### config.mk
export PLATFORM = sky130hd
export DESIGN_NAME = pll_bandwidth_divider_control
export DESIGN_NICKNAME = d
export VERILOG_FILES = /design/src/hw/pll_ctl_pkg.sv /design/src/hw/bit_sync.sv /design/src/hw/pll_bandwidth_divider_control.sv
export SDC_FILE = /design/constraint.sdc
export NUM_CORES = 1
export LEC_CHECK = 0
export ABC_CLOCK_PERIOD_IN_PS = 2100
export BUFFER_PORTS_ARGS = -buffer_cell sky130_fd_sc_hd__buf_2
export CORE_UTILIZATION = 25
export DETAILED_ROUTE_END_ITERATION = 6
export PLACE_DENSITY_LB_ADDON = 0.1
export RECOVER_POWER = 25
export SLEW_MARGIN = 20
export SYNTH_ARGS = -nofsm -noshare
export SYNTH_HDL_FRONTEND = slang
export SYNTH_HIERARCHICAL = 1
export SYNTH_SLANG_ARGS = --single-unit
### constraint.sdc
create_clock -name hclk -period 2.1 [get_ports hclk]
set_clock_uncertainty 0.05 [all_clocks]
set_input_delay 0.42 -clock hclk [delete_from_list [all_inputs] [get_ports hclk]]
set_output_delay 0.42 -clock hclk [all_outputs]
set_load 0.01 [all_outputs]
### src/hw/pll_ctl_pkg.sv
// register map, field positions and reset values of the loop control block
// assumes one 100 MHz bus clock and word-aligned 32-bit register access
package pll_ctl_pkg;
    localparam int          ADDR_W        = 32;
    // register index; the bus byte address is four times the index
    localparam logic [31:0] IDX_CTL       = 32'h0000_0036;
    localparam logic [31:0] IDX_BW        = 32'h0000_0037;
    localparam logic [31:0] IDX_MUL_LO    = 32'h0000_0038;
    localparam logic [31:0] IDX_MUL_HI    = 32'h0000_0039;
    localparam logic [31:0] IDX_RANGE     = 32'h0000_003A;
    localparam logic [31:0] OFF_CTL       = {IDX_CTL[29:0], 2'h0};
    localparam logic [31:0] OFF_BW        = {IDX_BW[29:0], 2'h0};
    localparam logic [31:0] OFF_MUL_LO    = {IDX_MUL_LO[29:0], 2'h0};
    localparam logic [31:0] OFF_MUL_HI    = {IDX_MUL_HI[29:0], 2'h0};
    localparam logic [31:0] OFF_RANGE     = {IDX_RANGE[29:0], 2'h0};

    localparam int          CTL_IE_BIT    = 7;
    localparam int          CTL_FLAG_BIT  = 6;
    localparam int          CTL_RUN_BIT   = 5;
    localparam int          CTL_BS_BIT    = 4;
    localparam int          BW_AUTO_BIT   = 7;
    localparam int          BW_LOCK_BIT   = 6;
    localparam int          BW_CAP_BIT    = 5;

    localparam int          MUL_HI_W      = 4;
    localparam int          MUL_LO_W      = 8;
    localparam int          MUL_W         = 12;
    localparam int          RANGE_W       = 8;

    localparam logic        RST_RUN       = 1'b1;
    localparam logic        RST_AUTO      = 1'b0;
    localparam logic        RST_CAP       = 1'b0;
    localparam logic [7:0]  RST_MUL_LO    = 8'h40;
    localparam logic [3:0]  RST_MUL_HI    = 4'h0;
    localparam logic [7:0]  RST_RANGE     = 8'h40;
    localparam logic [11:0] RST_MUL_OUT   = 12'h040;
    localparam logic [11:0] MUL_ZERO_SUB  = 12'h001;

    typedef enum logic [1:0] {ST_IDLE, ST_WR, ST_RD} bus_state_type;
endpackage

### src/hw/bit_sync.sv
// two-flop synchroniser for a group of independent status levels
// assumes each bit is a slow level, so no bus coherence is needed
module bit_sync #(
    parameter int W = 2
) (
    input  wire logic         clk,
    input  wire logic         rst_n,
    input  wire logic [W-1:0] async_in,
    output logic      [W-1:0] sync_out
);
    logic [W-1:0] meta_r;

    always_ff @(posedge clk or negedge rst_n) begin
        if (!rst_n) begin
            meta_r   <= '0;
            sync_out <= '0;
        end else begin
            meta_r   <= async_in;
            sync_out <= meta_r;
        end
    end
endmodule

### src/hw/pll_bandwidth_divider_control.sv
// register-level control of the clock generator loop, reached over AHB-Lite
// assumes the analog loop, oscillator and clock switch sit outside on the gate outputs
module pll_bandwidth_divider_control (
    input  wire logic        hclk,
    input  wire logic        hresetn,
    input  wire logic        hsel,
    input  wire logic [31:0] haddr,
    input  wire logic [1:0]  htrans,
    input  wire logic        hwrite,
    input  wire logic [2:0]  hsize,
    input  wire logic [31:0] hwdata,
    input  wire logic        hready,
    output logic             hreadyout,
    output logic             hresp,
    output logic      [31:0] hrdata,
    input  wire logic        lock_detect_in,
    input  wire logic        tracking_in,
    input  wire logic        stop_mode,
    input  wire logic        osc_keep_in_stop,
    input  wire logic        break_state,
    input  wire logic        break_clear_enable,
    output logic             loop_enable_out,
    output logic             base_source_select,
    output logic             osc_enable_out,
    output logic             crystal_clock_gate,
    output logic             base_clock_gate,
    output logic             clockgen_irq,
    output logic      [11:0] multiplier_out,
    output logic      [7:0]  range_value_bits,
    output logic             capture_mode_n,
    output logic             auto_bandwidth_out
);
    pll_ctl_pkg::bus_state_type state_r;
    logic [31:0] addr_r;
    logic [7:0]  rd_byte;
    logic [7:0]  wdat;
    logic        accept;
    logic        wr_en, rd_en;
    logic        wr_ctl, wr_bw, wr_lo, wr_hi, wr_rng;
    logic        rd_ctl, rd_bw;
    logic        ie_r, flag_r, run_r, bs_r;
    logic        auto_r, man_cap_r, lock_prev_r;
    logic [7:0]  mul_lo_r;
    logic [3:0]  mul_hi_r;
    logic [7:0]  range_r;
    logic [1:0]  stat_sync;
    logic        lock_sync, trk_sync, lock_chg;
    logic        cap_vis, flag_clr_ok, stop_cut;
    logic [11:0] mul_raw;

    function automatic logic reg_hit(input logic [31:0] a, input logic [31:0] off);
        reg_hit = (a == off);
    endfunction

    bit_sync #(
        .W        (2)
    ) u_sync (
        .clk      (hclk),
        .rst_n    (hresetn),
        .async_in ({lock_detect_in, tracking_in}),
        .sync_out (stat_sync)
    );

    assign lock_sync = stat_sync[1];
    assign trk_sync  = stat_sync[0];

    // bus slave: writes take no wait state, reads take one
    assign accept = hsel && hready && htrans[1];
    assign wr_en  = (state_r == pll_ctl_pkg::ST_WR);
    assign rd_en  = (state_r == pll_ctl_pkg::ST_RD);
    assign wdat   = hwdata[7:0];
    assign wr_ctl = wr_en && reg_hit(addr_r, pll_ctl_pkg::OFF_CTL);
    assign wr_bw  = wr_en && reg_hit(addr_r, pll_ctl_pkg::OFF_BW);
    assign wr_lo  = wr_en && reg_hit(addr_r, pll_ctl_pkg::OFF_MUL_LO);
    assign wr_hi  = wr_en && reg_hit(addr_r, pll_ctl_pkg::OFF_MUL_HI);
    assign wr_rng = wr_en && reg_hit(addr_r, pll_ctl_pkg::OFF_RANGE);
    assign rd_ctl = rd_en && reg_hit(addr_r, pll_ctl_pkg::OFF_CTL);
    assign rd_bw  = rd_en && reg_hit(addr_r, pll_ctl_pkg::OFF_BW);

    always_ff @(posedge hclk or negedge hresetn) begin
        if (!hresetn) begin
            state_r   <= pll_ctl_pkg::ST_IDLE;
            addr_r    <= 32'h0000_0000;
            hreadyout <= 1'b1;
            hrdata    <= 32'h0000_0000;
        end else begin
            case (state_r)
                pll_ctl_pkg::ST_IDLE, pll_ctl_pkg::ST_WR: begin
                    if (accept) begin
                        addr_r    <= haddr;
                        hreadyout <= hwrite;
                        state_r   <= hwrite ? pll_ctl_pkg::ST_WR : pll_ctl_pkg::ST_RD;
                    end else begin
                        state_r   <= pll_ctl_pkg::ST_IDLE;
                    end
                end
                pll_ctl_pkg::ST_RD: begin
                    hrdata    <= {24'h00_0000, rd_byte};
                    hreadyout <= 1'b1;
                    state_r   <= pll_ctl_pkg::ST_IDLE;
                end
                default: begin
                    hreadyout <= 1'b1;
                    state_r   <= pll_ctl_pkg::ST_IDLE;
                end
            endcase
        end
    end

    always_ff @(posedge hclk or negedge hresetn) begin
        if (!hresetn) begin
            hresp <= 1'b0;
        end else begin
            hresp <= 1'b0;
        end
    end

    // capture mode shows status in automatic mode, hidden value otherwise
    assign cap_vis = auto_r ? trk_sync : man_cap_r;

    always_comb begin
        rd_byte = 8'h00;
        if (reg_hit(addr_r, pll_ctl_pkg::OFF_CTL)) begin
            rd_byte[pll_ctl_pkg::CTL_IE_BIT]   = ie_r;
            // flag reads zero in manual mode
            rd_byte[pll_ctl_pkg::CTL_FLAG_BIT] = flag_r && auto_r;
            rd_byte[pll_ctl_pkg::CTL_RUN_BIT]  = run_r;
            rd_byte[pll_ctl_pkg::CTL_BS_BIT]   = bs_r;
        end else if (reg_hit(addr_r, pll_ctl_pkg::OFF_BW)) begin
            rd_byte[pll_ctl_pkg::BW_AUTO_BIT]  = auto_r;
            // settled flag only in automatic mode
            rd_byte[pll_ctl_pkg::BW_LOCK_BIT]  = lock_sync && auto_r;
            rd_byte[pll_ctl_pkg::BW_CAP_BIT]   = cap_vis;
        end else if (reg_hit(addr_r, pll_ctl_pkg::OFF_MUL_HI)) begin
            rd_byte = {4'h0, mul_hi_r};
        end else if (reg_hit(addr_r, pll_ctl_pkg::OFF_MUL_LO)) begin
            rd_byte = mul_lo_r;
        end else if (reg_hit(addr_r, pll_ctl_pkg::OFF_RANGE)) begin
            rd_byte = range_r;
        end
    end

    // bandwidth mode select; settled position is never stored
    always_ff @(posedge hclk or negedge hresetn) begin
        if (!hresetn) begin
            auto_r <= pll_ctl_pkg::RST_AUTO;
        end else if (wr_bw) begin
            auto_r <= wdat[pll_ctl_pkg::BW_AUTO_BIT];
        end
    end

    // manual capture value kept while automatic mode runs
    always_ff @(posedge hclk or negedge hresetn) begin
        if (!hresetn) begin
            man_cap_r <= pll_ctl_pkg::RST_CAP;
        end else if (wr_bw && !auto_r) begin
            man_cap_r <= wdat[pll_ctl_pkg::BW_CAP_BIT];
        end
    end

    assign lock_chg = auto_r && (lock_sync != lock_prev_r);

    always_ff @(posedge hclk or negedge hresetn) begin
        if (!hresetn) begin
            lock_prev_r <= 1'b0;
        end else begin
            lock_prev_r <= lock_sync;
        end
    end

    // break state protects the flag unless clearing is allowed
    assign flag_clr_ok = !break_state || break_clear_enable;

    // read clears the flag; a change in the same cycle wins
    always_ff @(posedge hclk or negedge hresetn) begin
        if (!hresetn) begin
            flag_r <= 1'b0;
        end else if (!auto_r) begin
            flag_r <= 1'b0;
        end else if (lock_chg) begin
            flag_r <= 1'b1;
        end else if (rd_ctl && flag_clr_ok) begin
            flag_r <= 1'b0;
        end
    end

    // enable forced clear in manual mode
    always_ff @(posedge hclk or negedge hresetn) begin
        if (!hresetn) begin
            ie_r <= 1'b0;
        end else if (!auto_r) begin
            ie_r <= 1'b0;
        end else if (wr_ctl) begin
            ie_r <= wdat[pll_ctl_pkg::CTL_IE_BIT];
        end
    end

    // run enable held while base select is set
    always_ff @(posedge hclk or negedge hresetn) begin
        if (!hresetn) begin
            run_r <= pll_ctl_pkg::RST_RUN;
        end else if (wr_ctl) begin
            run_r <= wdat[pll_ctl_pkg::CTL_RUN_BIT] || bs_r
                     || (run_r && wdat[pll_ctl_pkg::CTL_BS_BIT] && range_r != 8'h00);
        end
    end

    // zero range clears and blocks base select
    // no lock check on base select
    always_ff @(posedge hclk or negedge hresetn) begin
        if (!hresetn) begin
            bs_r <= 1'b0;
        end else if (range_r == 8'h00) begin
            bs_r <= 1'b0;
        end else if (wr_ctl && run_r) begin
            bs_r <= wdat[pll_ctl_pkg::CTL_BS_BIT];
        end else if (wr_ctl) begin
            bs_r <= 1'b0;
        end
    end

    always_ff @(posedge hclk or negedge hresetn) begin
        if (!hresetn) begin
            mul_lo_r <= pll_ctl_pkg::RST_MUL_LO;
        end else if (wr_lo && !run_r) begin
            mul_lo_r <= wdat;
        end
    end

    always_ff @(posedge hclk or negedge hresetn) begin
        if (!hresetn) begin
            mul_hi_r <= pll_ctl_pkg::RST_MUL_HI;
        end else if (wr_hi && !run_r) begin
            mul_hi_r <= wdat[3:0];
        end
    end

    always_ff @(posedge hclk or negedge hresetn) begin
        if (!hresetn) begin
            range_r <= pll_ctl_pkg::RST_RANGE;
        end else if (wr_rng && !run_r) begin
            range_r <= wdat;
        end
    end

    assign mul_raw  = {mul_hi_r, mul_lo_r};
    // wait mode has no input here; only stop gates the outputs
    assign stop_cut = stop_mode && !osc_keep_in_stop;

    always_ff @(posedge hclk or negedge hresetn) begin
        if (!hresetn) begin
            multiplier_out     <= pll_ctl_pkg::RST_MUL_OUT;
            range_value_bits   <= pll_ctl_pkg::RST_RANGE;
            capture_mode_n     <= pll_ctl_pkg::RST_CAP;
            auto_bandwidth_out <= pll_ctl_pkg::RST_AUTO;
            base_source_select <= 1'b0;
        end else begin
            multiplier_out     <= (mul_raw == 12'h000) ? pll_ctl_pkg::MUL_ZERO_SUB : mul_raw;
            range_value_bits   <= range_r;
            capture_mode_n     <= cap_vis;
            auto_bandwidth_out <= auto_r;
            base_source_select <= bs_r;
        end
    end

    // full stop cuts clocks and irq
    // oscillator kept alive, loop still stopped
    always_ff @(posedge hclk or negedge hresetn) begin
        if (!hresetn) begin
            loop_enable_out    <= 1'b0;
            osc_enable_out     <= 1'b1;
            crystal_clock_gate <= 1'b1;
            base_clock_gate    <= 1'b1;
            clockgen_irq       <= 1'b0;
        end else begin
            loop_enable_out    <= run_r && (range_r != 8'h00) && !stop_mode;
            osc_enable_out     <= !stop_cut;
            crystal_clock_gate <= !stop_cut;
            base_clock_gate    <= !stop_cut;
            clockgen_irq       <= flag_r && ie_r && auto_r && !stop_cut;
        end
    end
endmodule

Word-level counts from Yosys, hierarchy flattened
Index checks and enable logic that the tools add are counted.
{"block": "word_totals", "in_bits": 80, "ram_bits": 0, "mem_count": 0, "reg_bits": 100, "elab_cells": 98, "romBits": 0, "latchBits": 0, "out_inout_bits": 62}
{"block": "classes", "reduce_logical": 41, "div": 0, "n_addsub": 0, "mul": 0, "bitwise": 0, "n_eq_ne": 11, "shift": 0, "muxes": 22, "order_cmp": 0}
{"cell": "$eq A32 B8 Y1 const B", "count": 5}
{"cell": "$logic_and A1 B1 Y1", "count": 25}
{"cell": "$mux W8", "count": 3}
{"cell": "$logic_not A12 Y1", "count": 1}
{"cell": "$mux W12", "count": 1}
{"cell": "$mux W1", "count": 11}
{"cell": "$logic_not A8 Y1", "count": 1}
{"cell": "$mux W4", "count": 2}
{"cell": "$reduce_bool A8 Y1", "count": 1}
{"cell": "$logic_not A1 Y1", "count": 6}
{"cell": "$mux W2", "count": 3}
{"cell": "$mux W5", "count": 1}
{"cell": "$ne A2 B2 Y1 const B", "count": 2}
{"cell": "$logic_or A1 B1 Y1", "count": 3}
{"cell": "$mux W3", "count": 1}
{"cell": "$ne A3 B1 Y1 const B", "count": 1}
{"cell": "$reduce_bool A3 Y1", "count": 1}
{"cell": "$eq A2 B1 Y1 const B", "count": 1}
{"cell": "$eq A2 B2 Y1 const B", "count": 1}
{"cell": "$logic_not A2 Y1", "count": 1}
{"cell": "$reduce_and A2 Y1", "count": 1}
{"cell": "$reduce_or A2 Y1", "count": 1}
{"cell": "$ne A1 B1 Y1", "count": 1}

Depth between registers and ports, before layout
Gate-level depths: netlist of run 1.
{"block": "depth", "ltp_word": 6, "mapped_depth": 5, "ltp_nobuf": 4}

Hierarchy
Netlist of run 1, hierarchy kept.
{"module": "pll_bandwidth_divider_control", "cells_each": 314, "seq_area_each_um2": 2411.1, "area_per_inst_um2": 4187.8, "instances": 1}
{"module": "bit_sync", "cells_each": 4, "seq_area_each_um2": 100.1, "area_per_inst_um2": 100.1, "instances": 1}

Worst setup path after synthesis of run 1
No wires, ideal clock.
{"block": "synth_path", "kind": "register -> register", "startpoint": "reg addr_r[28]", "endpoint": "reg range_r[0]", "arrival_ns": 1.907, "period_less_slack_ns": 2.082, "path_stages_with_launch": 5, "required_ns": 1.925, "setup_ns": 0.125, "slack_ns": 0.018, "path_cell_list": "dfrtp_1 nor4_4 nand4_4 nor4_4 mux2_4"}
{"block": "synth_between", "elab_chain_len": 3}
{"item": "from (decl)", "line": "pll_bandwidth_divider_control.sv:34", "text": "logic [31:0] addr_r;"}
{"item": "from (signal assigned)", "line": "pll_bandwidth_divider_control.sv:90", "text": "addr_r <= haddr;"}
{"item": "$eq A32 B8 Y1", "line": "pll_bandwidth_divider_control.sv:52", "text": "reg_hit = (a == off);"}
{"item": "$logic_and A1 B1 Y1", "line": "pll_bandwidth_divider_control.sv:76", "text": "assign wr_rng = wr_en && reg_hit(addr_r, pll_ctl_pkg::OFF_RANGE);"}
{"item": "$logic_and A1 B1 Y1", "line": "pll_bandwidth_divider_control.sv:241", "text": "end else if (wr_rng && !run_r) begin"}
{"item": "to (signal assigned)", "line": "pll_bandwidth_divider_control.sv:240", "text": "range_r <= pll_ctl_pkg::RST_RANGE;"}
{"item": "to (signal assigned)", "line": "pll_bandwidth_divider_control.sv:242", "text": "range_r <= wdat;"}
{"item": "to (decl)", "line": "pll_bandwidth_divider_control.sv:45", "text": "logic [7:0] range_r;"}
No other way between the ends.
A chain may end at the register's enable or synchronous reset.

Worst setup path after layout of run 1
{"block": "layout_path", "startpoint": "reg addr_r[17]", "endpoint": "reg mul_lo_r[0]"}
{"block": "layout_between", "elab_chain_len": 3}
{"item": "$eq A32 B8 Y1", "line": "pll_bandwidth_divider_control.sv:52"}
{"item": "$logic_and A1 B1 Y1", "line": "pll_bandwidth_divider_control.sv:74", "text": "assign wr_lo = wr_en && reg_hit(addr_r, pll_ctl_pkg::OFF_MUL_LO);"}
{"item": "$logic_and A1 B1 Y1", "line": "pll_bandwidth_divider_control.sv:225", "text": "end else if (wr_lo && !run_r) begin"}
{"item": "to (signal assigned)", "line": "pll_bandwidth_divider_control.sv:224", "text": "mul_lo_r <= pll_ctl_pkg::RST_MUL_LO;"}
{"item": "to (signal assigned)", "line": "pll_bandwidth_divider_control.sv:226", "text": "mul_lo_r <= wdat;"}
{"item": "to (decl)", "line": "pll_bandwidth_divider_control.sv:43", "text": "logic [7:0] mul_lo_r;"}
No other way between the ends.

==> impl_metrics.env, run 1 <==
export IMPL_place_inst=627
export IMPL_ys_seq_elements=100
export IMPL_post_dp_hpwl_mm=7.23
export IMPL_syn_cell_area_mm2=0.00429
export IMPL_die_w_um=133
export IMPL_cts_tree="done"
export IMPL_p_sw_mw=1.14
export IMPL_core_mm2=0.0166
export IMPL_num_rows=47
export IMPL_wirelength_mm=9.69
export IMPL_grt_max_degree=42
export IMPL_reg2reg_from="addr_r[17]"
export IMPL_endpoint_kind="register"
export IMPL_stdcell_count=646
export IMPL_r2r_cells=5
export IMPL_critical_path_class="reg2reg"
export IMPL_dieArea_mm2=0.0177
export IMPL_status="finished clean"
export IMPL_fmax_mhz=488
export IMPL_n_antenna_cell=0
export IMPL_nNetsFinal=501
export IMPL_hold_depth=1
export IMPL_avgViaCountPerCell=4.13
export IMPL_io_pins=142
export IMPL_ys_flop_type="dfrtp_1"
export IMPL_clk_pin_slew_ns=0.07
export IMPL_numPortBuffers=88
export IMPL_clk_latency_ns=0.36
export IMPL_synth_cells=318
export IMPL_powerDensity_mw_per_mm2=813
export IMPL_firstDrtPassIters=4
export IMPL_ant_nets=0
export IMPL_synth_distinct_cells=47
export IMPL_cts_root_buf="clkbuf_16"
export IMPL_period_needed_ns=2.05
export IMPL_total_leakage_power_nw=2.59
export IMPL_cts_sinks=100
export IMPL_synth_top_area_share_pct=54.3
export IMPL_async_flop_share_pct=100
export IMPL_tns_ns=0
export IMPL_yosysMostFrequentCell="dfrtp_1"
export IMPL_antenna_found_initial=0
export IMPL_worst_pin_slew_ns=0.978
export IMPL_vias=2668
export IMPL_start_util_pct=25.8
export IMPL_setup_viol=0
export IMPL_die_h_um=133
export IMPL_slew_viol_final=0
export IMPL_dp_slack_ns=-0.00208
export IMPL_timing_critical_path_from="addr_r[17]"
export IMPL_cp_required_ns=2.29
export IMPL_grt_pass1_wl_mm=15.4
export IMPL_drive_gt1_share_pct=49.5
export IMPL_synth_edf_count=0
export IMPL_drt_wirelength_per_cell_um=15.0
export IMPL_cts_buffers=9
export IMPL_drt_iter0_markers=76
export IMPL_cts_htree_levels=3
export IMPL_relSlewSlack_pct=34.8
export IMPL_p_int_mw=3.27
export IMPL_grt_pass1_vias=2797
export IMPL_pwr_share_clk_pct=39.1
export IMPL_pwr_share_comb_pct=11.3
export IMPL_clock_path_buffers=2
export IMPL_synthTopCellsByArea="dfrtp_1 54%, mux2_2 13%, buf_4 4.7%, dfstp_2 4.3%, nor4_4 3.0%"
export IMPL_route_detailed_drc=0
export IMPL_vdd_drop_max_mv=0.360
export IMPL_synth_largest_area_cell="dfrtp_1"
export IMPL_fin_ws_ns=0.0503
export IMPL_startpoint_type="register"
export IMPL_yosysWarnings=6
export IMPL_final_hold_viol_count=0
export IMPL_final_period_utilization_pct=97.6
export IMPL_crit_fanout=8
export IMPL_rsz0062_at_grt="yes"
export IMPL_hold_path_class="in2reg"
export IMPL_place_congestion=0.715
export IMPL_ys_seq_area_share_pct=58.6
export IMPL_p_seq_share_pct=49.7
export IMPL_grt_overflow=0
export IMPL_synthTopCellsByCount="93 x dfrtp_1, 48 x mux2_2, 27 x buf_4"
export IMPL_holdWs_ns=0.116
export IMPL_syn_to_final_growth_pct=26.7
export IMPL_arrival_ns=2.24
export IMPL_min_from="lock_detect_in"
export IMPL_p_sw_share_pct=25.8
export IMPL_syn_avg_cell_area_um2=13.5
export IMPL_grtUsageTotal_pct=11.7
export IMPL_cap_violations=0
-- cells by family after synthesis --
kind of cell           share of synthesized area, %
multiplexers                                   17.7
flip-flops                                     58.6
AND/OR/NAND/NOR                                12.3
other                                        0.0875
buffers and inverters                          6.92
XOR/XNOR                                      0.204
AO/OA/AOI/OAI                                  4.20
-- worst max-delay path, stage by stage (launching register included) --
cell     delay (ns)
dfrtp_1        0.41
nor4_4         0.37
nand4_4        0.23
nor4b_4        0.37
buf_12         0.18
mux2_2         0.33
-- registers in the layout, indices dropped and copies added, names as in the netlist, 2 cells and up --
name	cells
mul_hi_r	4
addr_r	32
u_sync/meta_r	2
multiplier_out	12
range_value_bits	8
u_sync/sync_out	2
range_r	8
hrdata	8
mul_lo_r	8
state_r	2
-- power by group through the flow --
stage | clock, mW | sequential, mW | combinational (mW)
after global routing | 1.87 | 2.21 | 0.552
final | 1.72 | 2.19 | 0.498
after CTS | 1.79 | 2.19 | 0.497
after global placement | 0 | 2.22 | 0.485
after floorplan | 0 | 2.21 | 0.313
after detailed placement | 0 | 2.22 | 0.494
-- final cells by class --
type                    instances  area [um2]
repair buffers                115         704
multi-input cells             190        1620
inverters                       5        18.8
clock buffers                   9         225
well taps                     220         275
clock inverters                 7        80.1
fillers                      1686       11200
flip-flops and latches        100        2510
-- metrics by stage --
step | power, mW | util, % | area, um2
after floorplan | 2.52 | - | 4380
after detailed placement | 2.72 | 30.4 | 5060
after CTS | 4.48 | 32.3 | 5380
final | 4.41 | 32.6 | 5430
after global routing | 4.64 | 32.6 | 5430
after global placement | 2.70 | 30.4 | 5060
-- worst paths after layout --
| check | endpoint | slack (ns) |
|---|---|---|
| worst max-delay path | mul_lo_r[0] | 0.05 |
| worst min register to register | u_sync/sync_out[0] | 0.30 |
| worst min-delay path | u_sync/meta_r[1] | 0.12 |
| min in group asynchronous | loop_enable_out | 0.70 |
| worst max register to register | mul_lo_r[0] | 0.05 |
| max in group asynchronous | hreadyout | 0.41 |
-- layer usage --
metal	part of all wire, %	vias up	GRT usage [%]	routed length [um]
met1	44	1310	14.4	4280
met5	0	-	0	0
met3	6.3	10	4.83	612
met2	48	79	18.2	4660
met4	1.5	0	4.21	141
li1	-	1269	-	-
-- repair_timing --
action	4_1_cts	5_1_grt
hold buffers	1	0
resized for setup	1	10
pin swaps	0	4
buffers inserted	0	2
hold endpoints to repair	6	0
setup endpoints to repair	10	21
-- cell usage in the layout (no fill, tap or decap), types with 5 or more instances in the layout --
| cell | instances |
|---|---|
| conb_1 | 25 |
| mux2_4 | 13 |
| mux2i_1 | 10 |
| inv_1 | 5 |
| nor2_1 | 13 |
| mux2_2 | 43 |
| buf_4 | 20 |
| a21oi_1 | 5 |
| buf_2 | 87 |
| nor4_4 | 6 |
| o31ai_1 | 5 |
| dfstp_2 | 5 |
| dfrtp_1 | 93 |
| nand2_1 | 18 |
| buf_12 | 5 |
| clkbuf_16 | 9 |
Note: power is estimated with default switching activity, not from simulation.
==> run 2, diff against run 1 <==
==> constraint.sdc (replaced) <==
create_clock -name hclk -period 2.1 [get_ports hclk]
set_clock_uncertainty 0.05 [all_clocks]
set_input_delay 0.105 -clock hclk [delete_from_list [all_inputs] [get_ports hclk]]
set_output_delay 0.105 -clock hclk [all_outputs]
set_load 0.01 [all_outputs]
==> run 2 against run 1 <==
  * The flow now finishes with violations (max-capacitance violations, max-slew violations)
  * Sequential cell count unchanged
  * Cell area increased by 6.9%
  * First-iteration DRC count increased by 37%
  * Final cell count increased by 7.1%
  * Worst setup slack got worse by 0.0027 ns
  * Die area unchanged
  * Global-route usage about the same
  * Largest cell class unchanged
==> impl_metrics.env, run 2 (synthesis gave the netlist of run 1 again) <==
export IMPL_post_dp_hpwl_mm=7.08
export IMPL_cts_tree="done"
export IMPL_final_util_pct=34.9
export IMPL_crit_fanout=8
export IMPL_rsz0062_at_grt="yes"
export IMPL_worst_pin_slew_ns=1.61
export IMPL_dieArea_mm2=0.0177
export IMPL_vias=2813
export IMPL_p_sw_share_pct=25.9
export IMPL_p_seq_share_pct=50.3
export IMPL_cap_violations=1
export IMPL_vdd_drop_max_mv=0.387
export IMPL_highest_signal_layer="met4"
export IMPL_pwr_share_comb_pct=12.8
export IMPL_largest_register="addr_r"
export IMPL_dr_wl_met2_mm=4.45
export IMPL_route_met3_wl_um=486
export IMPL_slowest_delay_ns=0.41
export IMPL_stdcell_count=692
export IMPL_grt_pass1_wl_mm=15.6
export IMPL_n_antenna_cell=0
export IMPL_die_w_um=133
export IMPL_wl_met1_mm=4.60
export IMPL_place_congestion=0.711
export IMPL_period_needed_ns=2.05
export IMPL_largest_register_ffs=32
export IMPL_num_fill_cells=1673
export IMPL_p_sw_mw=1.13
export IMPL_cts_htree_levels=3
export IMPL_start_util_pct=25.8
export IMPL_drt_wirelength_per_cell_um=14.0
export IMPL_final_hold_viol_count=0
export IMPL_p_int_mw=3.23
export IMPL_critical_path_class="reg2reg"
export IMPL_cts_sinks=100
export IMPL_fin_ws_ns=0.0475
export IMPL_holdWs_ns=0.0209
export IMPL_setup_viol=0
export IMPL_slew_viol_final=63
export IMPL_die_h_um=133
export IMPL_tns_ns=0
export IMPL_total_leakage_power_nw=2.67
export IMPL_postLayoutCellArea_mm2=0.00581
export IMPL_grt_overflow=0
export IMPL_violations="max-capacitance violations, max-slew violations"
export IMPL_crit_slowest_cell="dfrtp_1"
export IMPL_cts_buffers=9
export IMPL_dp_slack_ns=0.0130
export IMPL_antenna_found_initial=0
export IMPL_clk_latency_ns=0.35
export IMPL_min_from="hwdata[5]"
export IMPL_hold_path_class="in2reg"
export IMPL_powerDensity_mw_per_mm2=750
export IMPL_io_pins=142
export IMPL_wirelength_mm=9.69
export IMPL_core_mm2=0.0166
export IMPL_timing_critical_path_from="addr_r[17]"
export IMPL_placed_area_mm2=0.00504
export IMPL_clk_pin_slew_ns=0.07
export IMPL_pwr_share_clk_pct=36.9
export IMPL_nNetsFinal=547
export IMPL_grt_max_degree=64
export IMPL_fmax_mhz=487
export IMPL_relSlewSlack_pct=-7.22
export IMPL_startpoint_type="register"
export IMPL_worstPathCellList="nor4_4 -> nand4_4 -> nor4b_4 -> buf_12 -> mux2_2"
export IMPL_power_mw=4.36
export IMPL_r2r_slack_ns=0.05
export IMPL_num_rows=47
export IMPL_drive_gt1_share_pct=40.3
export IMPL_place_inst=626
export IMPL_final_period_utilization_pct=97.7
export IMPL_final_cell_mix="93 x dfrtp_1, 66 x buf_2, 47 x mux2_2, 47 x dlygate4sd3_1, 25 x conb_1"
export IMPL_status="complete, but fails checks"
export IMPL_clock_path_buffers=2
export IMPL_cp_required_ns=2.28
export IMPL_grt_pass1_vias=2934
export IMPL_numPortBuffers=88
export IMPL_avgViaCountPerCell=4.07
export IMPL_grtUsageTotal_pct=11.6
export IMPL_firstDrtPassIters=4
export IMPL_cts_root_buf="clkbuf_16"
export IMPL_arrival_ns=2.24
export IMPL_mostFrequentLayoutCell="dfrtp_1"
export IMPL_reg2reg_from="addr_r[17]"
export IMPL_endpoint_kind="register"
export IMPL_route_detailed_drc=0
export IMPL_syn_to_final_growth_pct=35.4
export IMPL_largest_registers="addr_r x32, multiplier_out x12"
export IMPL_ant_nets=0
export IMPL_drt_iter0_markers=104
## run 2: changes by cell type in the layout (fill, tap and decap cells not counted), sizes merged
cell         previous run  this run
buf                   112        91
bufinv                  1         0
clkbuf                 11        33
clkinv                  0         1
clkinvlp                2         4
dlygate4sd3             1        47
inv                     9         6
## run 2: layout make-up
class	count	area [um2]	area share (%)
multi-input combinational	190	1590	27.4
timing repair buffer	161	1130	19.4
clock buffer	10	239	4.12
sequential	100	2510	43.2
clock inverter	6	47.5	0.819
inverter	5	18.8	0.323
tap	220	275	4.74
## run 2: worst paths after layout
| kind | endpoint | cells past startpoint |
|---|---|---|
| setup / recovery | mul_lo_r[3] | 5 |
| hold / removal | range_r[5] | 2 |
| setup reg to reg | mul_lo_r[3] | 5 |
| hold reg to reg | u_sync/sync_out[0] | 0 |
| max in group asynchronous | addr_r[3] | 2 |
| min in group asynchronous | lock_prev_r | 2 |
## run 2: what timing repair did
| item | CTS | global route |
|---|---|---|
| hold buffers | 47 | 0 |
| pin swaps | 0 | 4 |
| hold endpoints to repair | 109 | 0 |
| setup buffers | 0 | 3 |
| resized for setup | 1 | 3 |
| setup endpoints to repair | 7 | 21 |
## run 2: power groups by stage
| stage | registers (mW) | clock network [mW] | logic, mW |
|---|---|---|---|
| global route | 2.21 | 1.76 | 0.621 |
| global placement | 2.22 | 0 | 0.480 |
| CTS | 2.19 | 1.68 | 0.559 |
| detailed placement | 2.22 | 0 | 0.491 |
| finish | 2.19 | 1.61 | 0.558 |
| floorplan | 2.21 | 0 | 0.313 |
## run 2: per-layer routing
metal / vias to the layer above / GRT usage, %
met5: - / 0
met4: 0 / 4.47
met3: 10 / 3.60
met2: 84 / 17.9
met1: 1363 / 15.2
li1: 1356 / -
## run 2: worst max-delay path, delay by kind of cell, from the launching register on
family | cells | cell delay (ns)
DFF | 1 | 0.41
muxes | 1 | 0.32
and+or+nand+nor | 3 | 0.98
buffers and inverters | 1 | 0.17
==> run 3, diff against run 2 <==
--- a/config.mk
+++ b/config.mk
@@ -7,6 +7,8 @@
 export LEC_CHECK = 0
 export ABC_CLOCK_PERIOD_IN_PS = 2100
 export BUFFER_PORTS_ARGS = -buffer_cell sky130_fd_sc_hd__buf_2
+export CELL_PAD_IN_SITES_DETAIL_PLACEMENT = 1
+export CELL_PAD_IN_SITES_GLOBAL_PLACEMENT = 2
 export CORE_UTILIZATION = 25
 export DETAILED_ROUTE_END_ITERATION = 6
 export PLACE_DENSITY_LB_ADDON = 0.1
==> run 3 against run 2 <==
  * The run now ends clean
  * Sequential share of layout area decreased by 0.28 points
  * Total power is 2.0% higher
  * Sequential cell count stayed put
  * Non-clock buffer count down 4
  * Global-route usage rose by 1.1 points
  * Clock power is 6% higher
  * Die area unchanged
  * Clock-buffer cell count stayed put
  * Register-to-register slack hardly changed
  * Via count increased by 1.8%
  * Highest routed layer unchanged
==> impl_metrics.env, run 3 (synthesis gave the netlist of run 1 again) <==
export IMPL_status="finished clean"
export IMPL_dieArea_mm2=0.0177
export IMPL_num_rows=47
export IMPL_clk_latency_ns=0.35
export IMPL_io_pins=142
export IMPL_core_mm2=0.0166
export IMPL_fmax_mhz=489
export IMPL_drt_iter0_markers=107
export IMPL_final_cell_mix="93 x dfrtp_1, 87 x buf_2, 46 x dlygate4sd3_1"
export IMPL_num_fill_cells=1808
export IMPL_multi_input_area_mm2=0.00161
export IMPL_slew_viol_final=0
export IMPL_crit_fanout=8
export IMPL_ant_nets=0
export IMPL_syn_to_final_growth_pct=36.3
export IMPL_grt_pass1_wl_mm=17.2
export IMPL_grt_pass1_vias=3153
export IMPL_holdWs_ns=0.0128
export IMPL_cts_tree="done"
export IMPL_numPortBuffers=88
export IMPL_reg2reg_from="addr_r[21]"
export IMPL_r2r_cells=6
export IMPL_seq_area_mm2=0.00251
export IMPL_r2r_end="mul_lo_r[2]"
export IMPL_period_needed_ns=2.05
export IMPL_final_period_utilization_pct=97.4
export IMPL_vias=2865
export IMPL_total_leakage_power_nw=2.76
export IMPL_route_detailed_drc=0
export IMPL_die_h_um=133
export IMPL_largest_register="addr_r"
export IMPL_critical_path_class="reg2reg"
export IMPL_r2r_slack_ns=0.05
export IMPL_dp_slack_ns=0.0242
export IMPL_start_util_pct=25.8
export IMPL_vdd_drop_max_mv=0.399
export IMPL_n_antenna_cell=0
export IMPL_min_to="ie_r"
export IMPL_grt_max_degree=47
export IMPL_place_congestion=0.696
export IMPL_stdcell_count=688
export IMPL_avgViaCountPerCell=4.16
export IMPL_grt_overflow=0
export IMPL_mostFrequentLayoutCell="dfrtp_1"
export IMPL_arrival_ns=2.23
export IMPL_rsz0062_at_grt="yes"
export IMPL_cts_sinks=100
export IMPL_hold_depth=3
export IMPL_worst_pin_slew_ns=0.886
export IMPL_die_w_um=133
export IMPL_min_from="hwdata[7]"
export IMPL_endpoint_kind="register"
export IMPL_startpoint_type="register"
export IMPL_relSlewSlack_pct=41.0
export IMPL_fin_ws_ns=0.0541
export IMPL_cts_root_buf="clkbuf_16"
export IMPL_clock_path_buffers=2
export IMPL_grtUsageTotal_pct=12.7
export IMPL_firstDrtPassIters=4
export IMPL_cts_buffers=9
export IMPL_drive_gt1_share_pct=43.8
export IMPL_cts_htree_levels=3
export IMPL_cp_required_ns=2.29
export IMPL_place_inst=626
export IMPL_setup_viol=0
export IMPL_nNetsFinal=543
export IMPL_largest_register_ffs=32
export IMPL_hold_path_class="in2reg"
export IMPL_largest_registers="addr_r x32, multiplier_out x12"
export IMPL_wirelength_mm=10.3
export IMPL_power_mw=4.44
export IMPL_drt_wirelength_per_cell_um=15.0
export IMPL_cap_violations=0
export IMPL_clk_pin_slew_ns=0.07
export IMPL_post_dp_hpwl_mm=7.43
export IMPL_antenna_found_initial=0
export IMPL_powerDensity_mw_per_mm2=760
export IMPL_final_hold_viol_count=0
==> run 3: metrics by stage <==
| stage | setup TNS (ns) | instance area, um2 | utilization, % |
|---|---|---|---|
| 2_1_floorplan | 0 | 4380 | - |
| 3_3_place_gp | 0 | 5040 | 30.3 |
| 3_5_place_dp | 0 | 5040 | 30.3 |
| 4_1_cts | 0 | 5800 | 34.9 |
| 5_1_grt | -0.283 | 5840 | 35.1 |
| 6_report | 0 | 5840 | 35.1 |
==> run 3: timing repair <==
item,CTS,global route
endpoints found under the setup margin,0,22
resized for setup,0,11
hold endpoints to repair,87,0
buffers inserted,0,0
hold buffers,46,0
==> run 3: worst max-delay path, stage by stage (launching register included) <==
cell and delay [ns]:
dfrtp_1 0.38, nor4_1 0.36, nand2_1 0.16, buf_12 0.17, nor4b_4 0.33, buf_12 0.18, mux2_4 0.30
==> run 3: how the worst max path moves through the flow <==
stage / startpoint / end / slack (ns) / depth (start not counted)
2_1_floorplan: addr_r[28] / range_r[0] / 0.02 / 4
3_5_place_dp: addr_r[17] / mul_lo_r[3] / 0.02 / 5
4_1_cts: addr_r[28] / mul_lo_r[3] / 0.01 / 5
5_1_grt: addr_r[14] / mul_lo_r[3] / -0.03 / 5
6_report: addr_r[21] / mul_lo_r[2] / 0.05 / 6
3_3_place_gp: addr_r[20] / mul_lo_r[5] / 0.04 / 7
==> run 3: power by group <==
part	switching (mW)	internal, mW
registers	0.116	2.07
clock network	0.773	0.936
logic	0.242	0.308
total	1.13	3.31
==> run 3: area by class of cell <==
type / count / share of cell area [%]
Tap cell: 220 / 4.71
Clock inverter: 6 / 1.24
Sequential cell: 100 / 43.0
Timing Repair Buffer: 157 / 19.2
Clock buffer: 10 / 3.92
Multi-Input combinational cell: 190 / 27.6
Inverter: 5 / 0.321
==> run 3: layer usage <==
metal | vias to the layer above | routed length, um | track usage (%)
met4 | 0 | 200 | 5.75
met5 | - | 0 | 0
met2 | 81 | 4830 | 20.0
li1 | 1349 | - | -
met1 | 1420 | 4810 | 16.6
met3 | 15 | 451 | 3.03
